$ cat src/rtl/gtm_defs.svh
/*
 timer interrupt clear and interval load: offsets, field positions, reset values.
 assumes a 32-bit classic wishbone bus with byte addressing.
*/
`ifndef GTM_DEFS_SVH
`define GTM_DEFS_SVH

// register byte offsets
`define GTM_OFF_RIS      8'h1C
`define GTM_OFF_MIS      8'h20
`define GTM_OFF_ICR      8'h24
`define GTM_OFF_TAILR    8'h28
`define GTM_OFF_TBILR    8'h2C
`define GTM_OFF_CFG      8'h00
`define GTM_OFF_IMR      8'h18
`define GTM_OFF_TAVAL    8'h40
`define GTM_OFF_TBVAL    8'h44

// event bit positions
`define GTM_BIT_A_TO     0
`define GTM_BIT_A_CM     1
`define GTM_BIT_A_CE     2
`define GTM_BIT_RTC      3
`define GTM_BIT_B_TO     8
`define GTM_BIT_B_CM     9
`define GTM_BIT_B_CE     10
`define GTM_EVT_MASK     32'h0000070F

// load value fields
`define GTM_HALF_W       16
`define GTM_HALF_ONES    16'hFFFF
`define GTM_HALF_ZERO    16'h0000
`define GTM_WORD_ZERO    32'h00000000

// width config: values below 3'h4 select a 32-bit mode
`define GTM_CFG_W        3
`define GTM_CFG_16BIT    3'h4
`define GTM_CFG_RESET    3'h0

`endif

$ cat src/rtl/gtm_pkg.sv
/*
 types shared by the timer interrupt and load block.
 assumes nothing beyond the defines header.
*/
package gtm_pkg;

    typedef logic [31:0] gtm_word_t;
    typedef logic [15:0] gtm_half_t;

    typedef enum logic [1:0] {
        GTM_BUS_IDLE = 2'b01,
        GTM_BUS_ACK  = 2'b10
    } gtm_bus_st_t;

endpackage : gtm_pkg

$ cat src/rtl/gtm_sticky_bit.sv
/*
 one sticky interrupt status bit: set by an event, cleared by a write of one.
 assumes event and clear are synchronous single-cycle strobes.
*/
`timescale 1ns/1ps

module gtm_sticky_bit (
    // clock and reset
    input  wire logic clk_i,
    input  wire logic rst_i,
    // event and clear
    input  wire logic set_i,
    input  wire logic clr_i,
    // status
    output logic      raw_o
);

    typedef struct packed {
        logic raw;
    } gtm_sticky_t;

    gtm_sticky_t s_q;
    gtm_sticky_t s_d;

    always_comb begin
        s_d = s_q;
        if (clr_i) begin
            s_d.raw = 1'b0;
        end
        // set wins over a clear in the same cycle
        if (set_i) begin
            s_d.raw = 1'b1;
        end
    end

    always_ff @(posedge clk_i) begin
        if (rst_i) begin
            s_q <= '0;
        end else begin
            s_q <= s_d;
        end
    end

    assign raw_o = s_q.raw;

endmodule : gtm_sticky_bit

$ cat src/rtl/gtm_load_reg.sv
/*
 one 16-bit interval load half with a write strobe and a selectable reset value.
 assumes the reset value is steady while reset is held.
*/
`timescale 1ns/1ps

module gtm_load_reg (
    // clock and reset
    input  wire logic              clk_i,
    input  wire logic              rst_i,
    input  wire gtm_pkg::gtm_half_t rst_val_i,
    // write
    input  wire logic              we_i,
    input  wire gtm_pkg::gtm_half_t wdata_i,
    // value
    output gtm_pkg::gtm_half_t     val_o
);

    typedef struct packed {
        gtm_pkg::gtm_half_t val;
    } gtm_load_t;

    gtm_load_t s_q;
    gtm_load_t s_d;

    always_comb begin
        s_d = s_q;
        if (we_i) begin
            s_d.val = wdata_i;
        end
    end

    // synchronous reset: the reset value is a mode-chosen constant
    always_ff @(posedge clk_i) begin
        if (rst_i) begin
            s_q.val <= rst_val_i;
        end else begin
            s_q <= s_d;
        end
    end

    assign val_o = s_q.val;

endmodule : gtm_load_reg

$ cat src/rtl/gtm_timer_irq_load.sv
/*
 timer interrupt status with write-one clear, mask and interrupt output, plus
 timer a / timer b interval load registers with 32-bit aliasing.
 assumes a classic wishbone master, events as one-cycle strobes, one clock.
*/
`include "gtm_defs.svh"
`timescale 1ns/1ps

module gtm_timer_irq_load (
    // clock and reset
    input  wire logic        clk_i,
    input  wire logic        rst_i,
    // wishbone slave
    input  wire logic        wb_cyc_i,
    input  wire logic        wb_stb_i,
    input  wire logic        wb_we_i,
    input  wire logic [7:0]  wb_adr_i,
    input  wire logic [3:0]  wb_sel_i,
    input  wire logic [31:0] wb_dat_i,
    output logic [31:0]      wb_dat_o,
    output logic             wb_ack_o,
    // timer events, one-cycle strobes
    input  wire logic        evt_a_timeout_i,
    input  wire logic        evt_a_capture_match_i,
    input  wire logic        evt_a_capture_event_i,
    input  wire logic        evt_rtc_i,
    input  wire logic        evt_b_timeout_i,
    input  wire logic        evt_b_capture_match_i,
    input  wire logic        evt_b_capture_event_i,
    // counter load interface
    input  wire logic [31:0] timer_a_value_i,
    input  wire logic [15:0] timer_b_value_i,
    output logic             load_a_o,
    output logic             load_b_o,
    output logic [15:0]      load_a_val_o,
    output logic [15:0]      load_b_val_o,
    output logic             mode_32bit_o,
    // interrupt
    output logic             irq_o
);

    ////////////////////////////////////////////////////////////////////////
    // state

    typedef struct packed {
        gtm_pkg::gtm_bus_st_t  bus;
        gtm_pkg::gtm_word_t    rdata;
        logic [`GTM_CFG_W-1:0] cfg;
        gtm_pkg::gtm_word_t    mask;
        logic                  load_a;
        logic                  load_b;
    } gtm_state_t;

    gtm_state_t s_q;
    gtm_state_t s_d;

    logic               req;
    logic               wr;
    logic               wr_icr;
    logic               wr_tailr;
    logic               wr_tbilr;
    logic               wr_lo;
    logic               wr_hi;
    logic               is32;
    gtm_pkg::gtm_word_t evt_vec;
    gtm_pkg::gtm_word_t clr_vec;
    gtm_pkg::gtm_word_t raw_vec;
    gtm_pkg::gtm_word_t mis_vec;
    gtm_pkg::gtm_word_t wmask;
    gtm_pkg::gtm_half_t lo_val;
    gtm_pkg::gtm_half_t hi_val;
    gtm_pkg::gtm_half_t hi_rst;
    gtm_pkg::gtm_half_t a_wdata;
    gtm_pkg::gtm_half_t b_wdata;
    gtm_pkg::gtm_word_t rd_word;
    logic               raw_a_timeout;
    logic               raw_a_capture_match;
    logic               raw_a_capture_event;
    logic               raw_rtc;
    logic               raw_b_timeout;
    logic               raw_b_capture_match;
    logic               raw_b_capture_event;

    ////////////////////////////////////////////////////////////////////////
    // decode

    assign req      = wb_cyc_i && wb_stb_i && (s_q.bus == gtm_pkg::GTM_BUS_IDLE);
    assign wr       = req && wb_we_i;
    assign wr_icr   = wr && (wb_adr_i == `GTM_OFF_ICR);
    assign wr_tailr = wr && (wb_adr_i == `GTM_OFF_TAILR);
    assign wr_tbilr = wr && (wb_adr_i == `GTM_OFF_TBILR);
    assign is32     = (s_q.cfg < `GTM_CFG_16BIT);
    assign wmask    = {{8{wb_sel_i[3]}}, {8{wb_sel_i[2]}}, {8{wb_sel_i[1]}}, {8{wb_sel_i[0]}}};

    ////////////////////////////////////////////////////////////////////////
    // interrupt status

    always_comb begin
        evt_vec = `GTM_WORD_ZERO;
        evt_vec[`GTM_BIT_A_TO] = evt_a_timeout_i;
        evt_vec[`GTM_BIT_A_CM] = evt_a_capture_match_i;
        evt_vec[`GTM_BIT_A_CE] = evt_a_capture_event_i;
        evt_vec[`GTM_BIT_RTC]  = evt_rtc_i;
        evt_vec[`GTM_BIT_B_TO] = evt_b_timeout_i;
        evt_vec[`GTM_BIT_B_CM] = evt_b_capture_match_i;
        evt_vec[`GTM_BIT_B_CE] = evt_b_capture_event_i;
    end

    // only the seven event positions accept a clear
    assign clr_vec = wr_icr ? (wb_dat_i & wmask & `GTM_EVT_MASK) : `GTM_WORD_ZERO;

    // a same-cycle event beats a clear inside each bit cell
    // timer a time-out
    gtm_sticky_bit u_a_timeout (
        .clk_i (clk_i),
        .rst_i (rst_i),
        .set_i (evt_vec[`GTM_BIT_A_TO]),
        .clr_i (clr_vec[`GTM_BIT_A_TO]),
        .raw_o (raw_a_timeout)
    );

    // timer a capture match
    gtm_sticky_bit u_a_capture_match (
        .clk_i (clk_i),
        .rst_i (rst_i),
        .set_i (evt_vec[`GTM_BIT_A_CM]),
        .clr_i (clr_vec[`GTM_BIT_A_CM]),
        .raw_o (raw_a_capture_match)
    );

    // timer a capture event
    gtm_sticky_bit u_a_capture_event (
        .clk_i (clk_i),
        .rst_i (rst_i),
        .set_i (evt_vec[`GTM_BIT_A_CE]),
        .clr_i (clr_vec[`GTM_BIT_A_CE]),
        .raw_o (raw_a_capture_event)
    );

    // real-time-clock event
    gtm_sticky_bit u_rtc_event (
        .clk_i (clk_i),
        .rst_i (rst_i),
        .set_i (evt_vec[`GTM_BIT_RTC]),
        .clr_i (clr_vec[`GTM_BIT_RTC]),
        .raw_o (raw_rtc)
    );

    // timer b time-out
    gtm_sticky_bit u_b_timeout (
        .clk_i (clk_i),
        .rst_i (rst_i),
        .set_i (evt_vec[`GTM_BIT_B_TO]),
        .clr_i (clr_vec[`GTM_BIT_B_TO]),
        .raw_o (raw_b_timeout)
    );

    // timer b capture match
    gtm_sticky_bit u_b_capture_match (
        .clk_i (clk_i),
        .rst_i (rst_i),
        .set_i (evt_vec[`GTM_BIT_B_CM]),
        .clr_i (clr_vec[`GTM_BIT_B_CM]),
        .raw_o (raw_b_capture_match)
    );

    // timer b capture event
    gtm_sticky_bit u_b_capture_event (
        .clk_i (clk_i),
        .rst_i (rst_i),
        .set_i (evt_vec[`GTM_BIT_B_CE]),
        .clr_i (clr_vec[`GTM_BIT_B_CE]),
        .raw_o (raw_b_capture_event)
    );

    // only the event positions carry status; reserved positions read zero
    always_comb begin
        raw_vec = `GTM_WORD_ZERO;
        raw_vec[`GTM_BIT_A_TO] = raw_a_timeout;
        raw_vec[`GTM_BIT_A_CM] = raw_a_capture_match;
        raw_vec[`GTM_BIT_A_CE] = raw_a_capture_event;
        raw_vec[`GTM_BIT_RTC]  = raw_rtc;
        raw_vec[`GTM_BIT_B_TO] = raw_b_timeout;
        raw_vec[`GTM_BIT_B_CM] = raw_b_capture_match;
        raw_vec[`GTM_BIT_B_CE] = raw_b_capture_event;
    end

    // masked status is the raw bit gated by its enable
    assign mis_vec = raw_vec & s_q.mask;
    assign irq_o   = |mis_vec;

    ////////////////////////////////////////////////////////////////////////
    // interval load halves

    assign wr_lo   = wr_tailr && wb_sel_i[0] && wb_sel_i[1];
    assign a_wdata = wb_dat_i[`GTM_HALF_W-1:0];

    gtm_load_reg u_lo (
        .clk_i     (clk_i),
        .rst_i     (rst_i),
        .rst_val_i (`GTM_HALF_ONES),
        .we_i      (wr_lo),
        .wdata_i   (a_wdata),
        .val_o     (lo_val)
    );

    // upper half is the b load value: from tailr in 32-bit, own offset in 16-bit
    assign wr_hi   = (wr_tailr && is32 && wb_sel_i[2] && wb_sel_i[3]) ||
                     (wr_tbilr && !is32 && wb_sel_i[0] && wb_sel_i[1]);
    assign b_wdata = wr_tailr ? wb_dat_i[31:`GTM_HALF_W] : wb_dat_i[`GTM_HALF_W-1:0];
    // reset value follows the mode that reset itself selects, not the live cfg,
    // which is stale or unknown on the first reset edge
    assign hi_rst  = (`GTM_CFG_RESET < `GTM_CFG_16BIT) ? `GTM_HALF_ONES : `GTM_HALF_ZERO;

    gtm_load_reg u_hi (
        .clk_i     (clk_i),
        .rst_i     (rst_i),
        .rst_val_i (hi_rst),
        .we_i      (wr_hi),
        .wdata_i   (b_wdata),
        .val_o     (hi_val)
    );

    ////////////////////////////////////////////////////////////////////////
    // read data, latched into the answer register on the request edge

    always_comb begin
        rd_word = `GTM_WORD_ZERO;
        case (wb_adr_i)
            `GTM_OFF_CFG: begin
                rd_word = {29'h0, s_q.cfg};
            end
            `GTM_OFF_IMR: begin
                rd_word = s_q.mask;
            end
            `GTM_OFF_RIS: begin
                rd_word = raw_vec;
            end
            `GTM_OFF_MIS: begin
                rd_word = mis_vec;
            end
            `GTM_OFF_ICR: begin
                rd_word = `GTM_WORD_ZERO;
            end
            `GTM_OFF_TAILR: begin
                if (is32) begin
                    rd_word = {hi_val, lo_val};
                end else begin
                    rd_word = {`GTM_HALF_ZERO, lo_val};
                end
            end
            `GTM_OFF_TBILR: begin
                // in 32-bit mode this offset shows the live b count
                if (is32) begin
                    rd_word = {`GTM_HALF_ZERO, timer_b_value_i};
                end else begin
                    rd_word = {`GTM_HALF_ZERO, hi_val};
                end
            end
            `GTM_OFF_TAVAL: begin
                rd_word = timer_a_value_i;
            end
            `GTM_OFF_TBVAL: begin
                rd_word = {`GTM_HALF_ZERO, timer_b_value_i};
            end
            default: begin
                rd_word = `GTM_WORD_ZERO;
            end
        endcase
    end

    ////////////////////////////////////////////////////////////////////////
    // bus and config

    always_comb begin
        s_d        = s_q;
        s_d.load_a = 1'b0;
        s_d.load_b = 1'b0;
        case (s_q.bus)
            gtm_pkg::GTM_BUS_IDLE: begin
                if (req) begin
                    s_d.bus   = gtm_pkg::GTM_BUS_ACK;
                    s_d.rdata = `GTM_WORD_ZERO;
                    if (wb_we_i) begin
                        case (wb_adr_i)
                            `GTM_OFF_CFG: begin
                                if (wb_sel_i[0]) begin
                                    s_d.cfg = wb_dat_i[`GTM_CFG_W-1:0];
                                end
                            end
                            `GTM_OFF_IMR: begin
                                s_d.mask = (s_q.mask & ~wmask) |
                                           (wb_dat_i & wmask & `GTM_EVT_MASK);
                            end
                            default: begin
                            end
                        endcase
                        s_d.load_a = wr_lo;
                        s_d.load_b = wr_hi;
                    end else begin
                        s_d.rdata = rd_word;
                    end
                end
            end
            gtm_pkg::GTM_BUS_ACK: begin
                s_d.bus = gtm_pkg::GTM_BUS_IDLE;
            end
            default: begin
                s_d.bus = gtm_pkg::GTM_BUS_IDLE;
            end
        endcase
    end

    always_ff @(posedge clk_i) begin
        if (rst_i) begin
            s_q.bus    <= gtm_pkg::GTM_BUS_IDLE;
            s_q.rdata  <= `GTM_WORD_ZERO;
            s_q.cfg    <= `GTM_CFG_RESET;
            s_q.mask   <= `GTM_WORD_ZERO;
            s_q.load_a <= 1'b0;
            s_q.load_b <= 1'b0;
        end else begin
            s_q <= s_d;
        end
    end

    ////////////////////////////////////////////////////////////////////////
    // outputs

    assign wb_ack_o     = (s_q.bus == gtm_pkg::GTM_BUS_ACK);
    assign wb_dat_o     = s_q.rdata;
    assign load_a_o     = s_q.load_a;
    assign load_b_o     = s_q.load_b;
    assign load_a_val_o = lo_val;
    assign load_b_val_o = hi_val;
    assign mode_32bit_o = is32;

endmodule : gtm_timer_irq_load

$ cat config.mk
export PLATFORM = sky130hd
export DESIGN_NAME = gtm_timer_irq_load
export DESIGN_NICKNAME = d
export VERILOG_FILES = /design/src/rtl/gtm_pkg.sv /design/src/rtl/gtm_sticky_bit.sv /design/src/rtl/gtm_load_reg.sv /design/src/rtl/gtm_timer_irq_load.sv
export VERILOG_INCLUDE_DIRS = /design/src /design/src/rtl
export SDC_FILE = /design/constraint.sdc
export NUM_CORES = 1
export LEC_CHECK = 0
export ABC_AREA = 1
export BUFFER_PORTS_ARGS = -buffer_cell sky130_fd_sc_hd__buf_2
export CAP_MARGIN = 5
export CELL_PAD_IN_SITES_DETAIL_PLACEMENT = 0
export CELL_PAD_IN_SITES_GLOBAL_PLACEMENT = 1
export CORE_UTILIZATION = 35
export CTS_CLUSTER_DIAMETER = 100
export DETAILED_ROUTE_END_ITERATION = 16
export GPL_TIMING_DRIVEN = 0
export PLACE_DENSITY = 0.83
export SLEW_MARGIN = 25
export SYNTH_ARGS = -nofsm -noshare
export SYNTH_HDL_FRONTEND = slang
export SYNTH_SLANG_ARGS = --single-unit
$ cat constraint.sdc
create_clock -name clk_i -period 2.2 [get_ports clk_i]
set_clock_uncertainty 0.1 [all_clocks]
set_input_delay 0.44 -clock clk_i [delete_from_list [all_inputs] [get_ports clk_i]]
set_output_delay 0.44 -clock clk_i [all_outputs]
set_load 0.01 [all_outputs]
# Word-level counts from Yosys, hierarchy flattened
# Cells that the tools add are included.
dict set report totals {
  latchBits 0
  ramBits 0
  output_inout_bits 69
  register_bits 110
  romBits 0
  elab_cells 84
  memories 0
  in_bits 104
}
dict set report op_classes {
  add_sub_neg 0
  div 0
  order_cmp 1
  shifts 0
  n_eq_ne 10
  mux 20
  bitwise 8
  reduce_logical 30
  n_mul 0
}
# cell count
set ops {}
lappend ops {{$pmux W32 S8} 1}
lappend ops {{$mux W32} 2}
lappend ops {{$and A11 B32 Y32} 1}
lappend ops {{$and A32 B32 Y32} 1}
lappend ops {{$eq A8 B6 Y1 const B} 4}
lappend ops {{$mux W16} 2}
lappend ops {{$not A32 Y32} 1}
lappend ops {{$or A32 B11 Y32} 1}
lappend ops {{$reduce_or A32 Y1} 1}
lappend ops {{$eq A8 B5 Y1 const B} 2}
lappend ops {{$eq A8 B7 Y1 const B} 2}
lappend ops {{$logic_and A1 B1 Y1} 14}
lappend ops {{$mux W1} 14}
lappend ops {{$reduce_bool A2 Y1} 7}
lappend ops {{$and A11 B11 Y11} 1}
lappend ops {{$mux W11} 1}
lappend ops {{$logic_not A8 Y1} 1}
lappend ops {{$reduce_and A5 Y1} 1}
lappend ops {{$reduce_and A4 Y1} 1}
lappend ops {{$reduce_or A4 Y1} 1}
lappend ops {{$lt A3 B3 Y1 const B} 1}
lappend ops {{$not A1 Y1} 3}
lappend ops {{$eq A2 B1 Y1 const B} 1}
lappend ops {{$eq A2 B2 Y1 const B} 1}
lappend ops {{4 further kinds} 4}

# Depth between registers and ports, before layout
dict set report logic_depth {
  ltp_word 8
  depth_mapped 12
  ltp_nobuf 11
}

# Modules after synthesis
# A second synthesis with hierarchy kept.
dict set report hier_totals {
  cells_unflattened 904
  area_unflattened_um2 6318.6
}
# mod cells_per_inst instances area_each_um2 seq_area_each_um2
set modules_own_cells {}
lappend modules_own_cells {gtm_timer_irq_load 731 1 4576.9 1421.4}
lappend modules_own_cells {gtm_load_reg 69 2 730.7 480.5}
lappend modules_own_cells {gtm_sticky_bit 5 7 40.0 20.0}

# Worst setup path after synthesis
# Ideal clock, no wire load.
dict set report synth_path {
  path_type {input to register}
  startpoint {in wb_adr_i[7]}
  endpoint {reg with a tool-made name}
  setup_time_ps 116
  path_stages 10
  arrival_ps 1442
  required_time_ps 1984
  n_path_buf 2
  setup_slack_ps 542
  path_cell_list {inv_1 nand2_1 nor2_2 nand2_2 buf_6 nor2_4 nand2_2 buf_6 o21ai_1 a21oi_1}
}
# item line
set synth_lines {}
lappend synth_lines {{start: declaration} gtm_timer_irq_load.sv:17} ;# input wire logic [7:0] wb_adr_i,

# Final worst setup path
dict set report layout_path {
  startpoint {reg s_q[36] (netlist name)}
  endpoint {out mode_32bit_o}
}
dict set report layout_via {
  elab_chain_cells 1
}
# item line
set layout_rtl {}
lappend layout_rtl {{start: declaration} gtm_timer_irq_load.sv:54} ;# gtm_state_t s_q;
lappend layout_rtl {{$lt A3 B3 Y1 (no source line)} -}
lappend layout_rtl {{end: declaration} gtm_timer_irq_load.sv:37} ;# output logic mode_32bit_o,
# Every way passes these cells.

==> out/metrics.cfg <==
[clocking]
cts_max_level = 3
clock_latency_ns = 0.36
cts_setup_buffers = 0
path_clk_slew_ns = 0.07
cts_buffers = 9
clock_path_buffers = 2
cts_tree = built
clock_sinks = 110
cts_root_buf = clkbuf_16

[critical_path]
cp-startpoint = s_q[36]
crit_required_ns = 1.66
worst_r2r_path_depth = 8
path_cells = buf_2 -> inv_4 -> buf_2 -> buf_2
cp.arrival_ns = 1.49
crit_slowest_cell = buf_2
timing.rr.start = s_q[70]
startpoint_type = register
max_stage_delay_ns = 0.33
crit_type = reg -> out
crit_fanout = 19
cpMostUsedCell = buf_2
cp-end-kind = output port

[timing]
fmax_mhz = 492
setup_viol = 0
tightest_slew_ns = 0.699
slew_viol_final = 0
slew-limit-headroom = 0.534
holdWs_ns = 0.213
fin_setup_tns_ns = 0
fin_ws_ns = 0.167
rsz0062_at_grt = false
finalCritPeriodShare = 0.924
post-route-min-period_ns = 2.03
hold_viol_final = 0

[die]
start_util = 0.361
coreArea_sq_mm = 0.0167
pin_count = 173
dieWidth_um = 133
row_count = 47
dieArea_sq_mm = 0.0177
fp.dieH_um = 133

[synth]
yosysMostFrequentCell = nand2_1
synth_top_cell_by_area = dfxtp_1
ys.flop_type = dfxtp_1
seq_area_frac_synth = 0.366
synth_nets = 1034
yosys-top-cells-count = 263 x nand2_1, 205 x nand3_1, 110 x dfxtp_1, 87 x inv_1, 50 x a21oi_1
synth-seq-cells = 110
synth_top_cells_by_area = dfxtp_1 37%, nand3_1 17%, nand2_1 16%, inv_1 5.4%, buf_4 4.7%
async_flop_share = 0
yosysWarnings = 0
syn_area_sq_mm = 0.00602
yosysTopAreaCellShare = 0.366
synth_area_per_cell_sq_um = 6.47
postSynthCellCount = 930
ys_types = 28
synth-edff-count = 0

[power_and_ir_drop]
switching_share = 0.247
power_switching_uw = 1000
p_clk_frac = 0.420
ir_drop_mv = 0.367
power_frac_seq = 0.494
power.density_mw_per_mm2 = 545
p_int_uw = 3060
leakage_uw = 0.00391
p_comb_frac = 0.086

[grt]
grt_antenna_before_repair = 0
grt_pass1_vias = 6194
gr-total-overflow = 0
grtUsageTotal = 0.247
grt_max_degree = 18
grt_pass1_wl_mm = 33.4

[job]
drv_cap = 0

[worst_hold_path]
worstHoldStart = evt_rtc_i
hp-class = in -> reg
hold_depth = 3

[route]
routed_wl_mm = 21.5
viasPerCell = 4.93
ant_nets = 0
drt-initial-drc-count = 503
drc_errors = 0
drt_first_pass_iters = 5
vias = 6572
wl_per_cell_um = 16.1

[place]
io_buffer_count = 170
place_inst = 1320
hpwl_mm = 17.2
place_congestion = 0.912
pre_cts_ws_ns = -0.0388

[final_layout]
fillCellCount = 1867
antennaDiodeCount = 0
drive_gt1_frac = 0.247
syn2layout_area_growth_pct = 23.9
fin_nets = 1214
fin_cells = 1334

[outcome]
status = completed

cells by family after synthesis:
logic type             synth area share
AND/OR/NAND/NOR                   0.413
AO/OA/AOI/OAI                    0.0736
flip-flops                        0.366
buffers and inverters             0.148
power groups by stage:
stage | registers (uW) | logic (uW) | clock network (uW)
after CTS | 2010 | 347 | 1730
final | 2010 | 349 | 1710
after floorplan | 2050 | 161 | 0
after global placement | 2060 | 348 | 0
after global routing | 2010 | 384 | 1800
after detailed placement | 2060 | 345 | 0
cell type report:
class | instances | area [sq um] | area share
plain buffers | 89 | 532 | 0.0713
clock buffers | 11 | 253 | 0.0339
clock inverters | 4 | 53.8 | 0.00721
inverters | 93 | 358 | 0.0480
multi-input cells | 637 | 2930 | 0.393
flip-flops and latches | 110 | 2200 | 0.295
well taps | 220 | 275 | 0.0369
repair buffers | 170 | 851 | 0.114
worst paths after layout:
| path | end | slack [ns] |
|---|---|---|
| max | mode_32bit_o | 0.17 |
| min | u_rtc_event.raw_o | 0.21 |
| max reg2reg | u_b_capture_event.raw_o | 0.25 |
| min reg2reg | s_q[17] | 0.35 |
metal layers:
| layer | track usage | wire (um) | vias up |
|---|---|---|---|
| met2 | 0.381 | 9290 | 234 |
| met3 | 0.0304 | 1100 | 39 |
| li1 | - | - | 3337 |
| met4 | 0.104 | 664 | 0 |
| met1 | 0.346 | 10500 | 2962 |
| met5 | 0 | 0 | - |
flip-flops by register name (all words and copies together) (netlist names), named ones only:
| signal | cells |
|---|---|
| wb_dat_o | 32 |
| s_q | 30 |
| u_hi.val_o | 16 |
| u_lo.val_o | 16 |
| load_a_o | 1 |
| load_b_o | 1 |
| u_a_capture_event.raw_o | 1 |
| u_a_capture_match.raw_o | 1 |
| u_a_timeout.raw_o | 1 |
| u_b_capture_event.raw_o | 1 |
| u_b_capture_match.raw_o | 1 |
| u_b_timeout.raw_o | 1 |
| u_rtc_event.raw_o | 1 |
timing repair:
action,in CTS,in global routing
gates resized for setup,1,2
hold buffers,0,0
endpoints found under the setup margin,1,2
critical path, delay by kind of cell (launching register included):
kind,cells,cell delay [ns]
buffers and inverters,4,0.83
flip-flops,1,0.30
layout by cell type, fill, tap and decap left out, types with 2 or more instances in the layout:
cell type	count
clkbuf_1	24
nand2_2	7
nand2_1	263
clkinvlp_4	2
o211ai_2	3
buf_2	190
inv_1	87
clkbuf_16	9
buf_1	3
nand4_1	15
inv_2	3
buf_6	4
nand3b_1	3
nor2_2	6
buf_4	38
o21ai_0	27
nor2_1	47
nand3_1	205
o21ai_1	4
dfxtp_1	110
a21oi_1	50
clkbuf_8	2
nand4_4	2
stage by stage:
step / util / power, uW / area [sq um]
final: 0.447 / 4070 / 7460
after global routing: 0.447 / 4190 / 7460
after CTS: 0.446 / 4090 / 7450
after detailed placement: 0.428 / 2400 / 7150
after global placement: 0.428 / 2400 / 7150
after floorplan: - / 2210 / 6020
(Power assumes the default switching activity.)
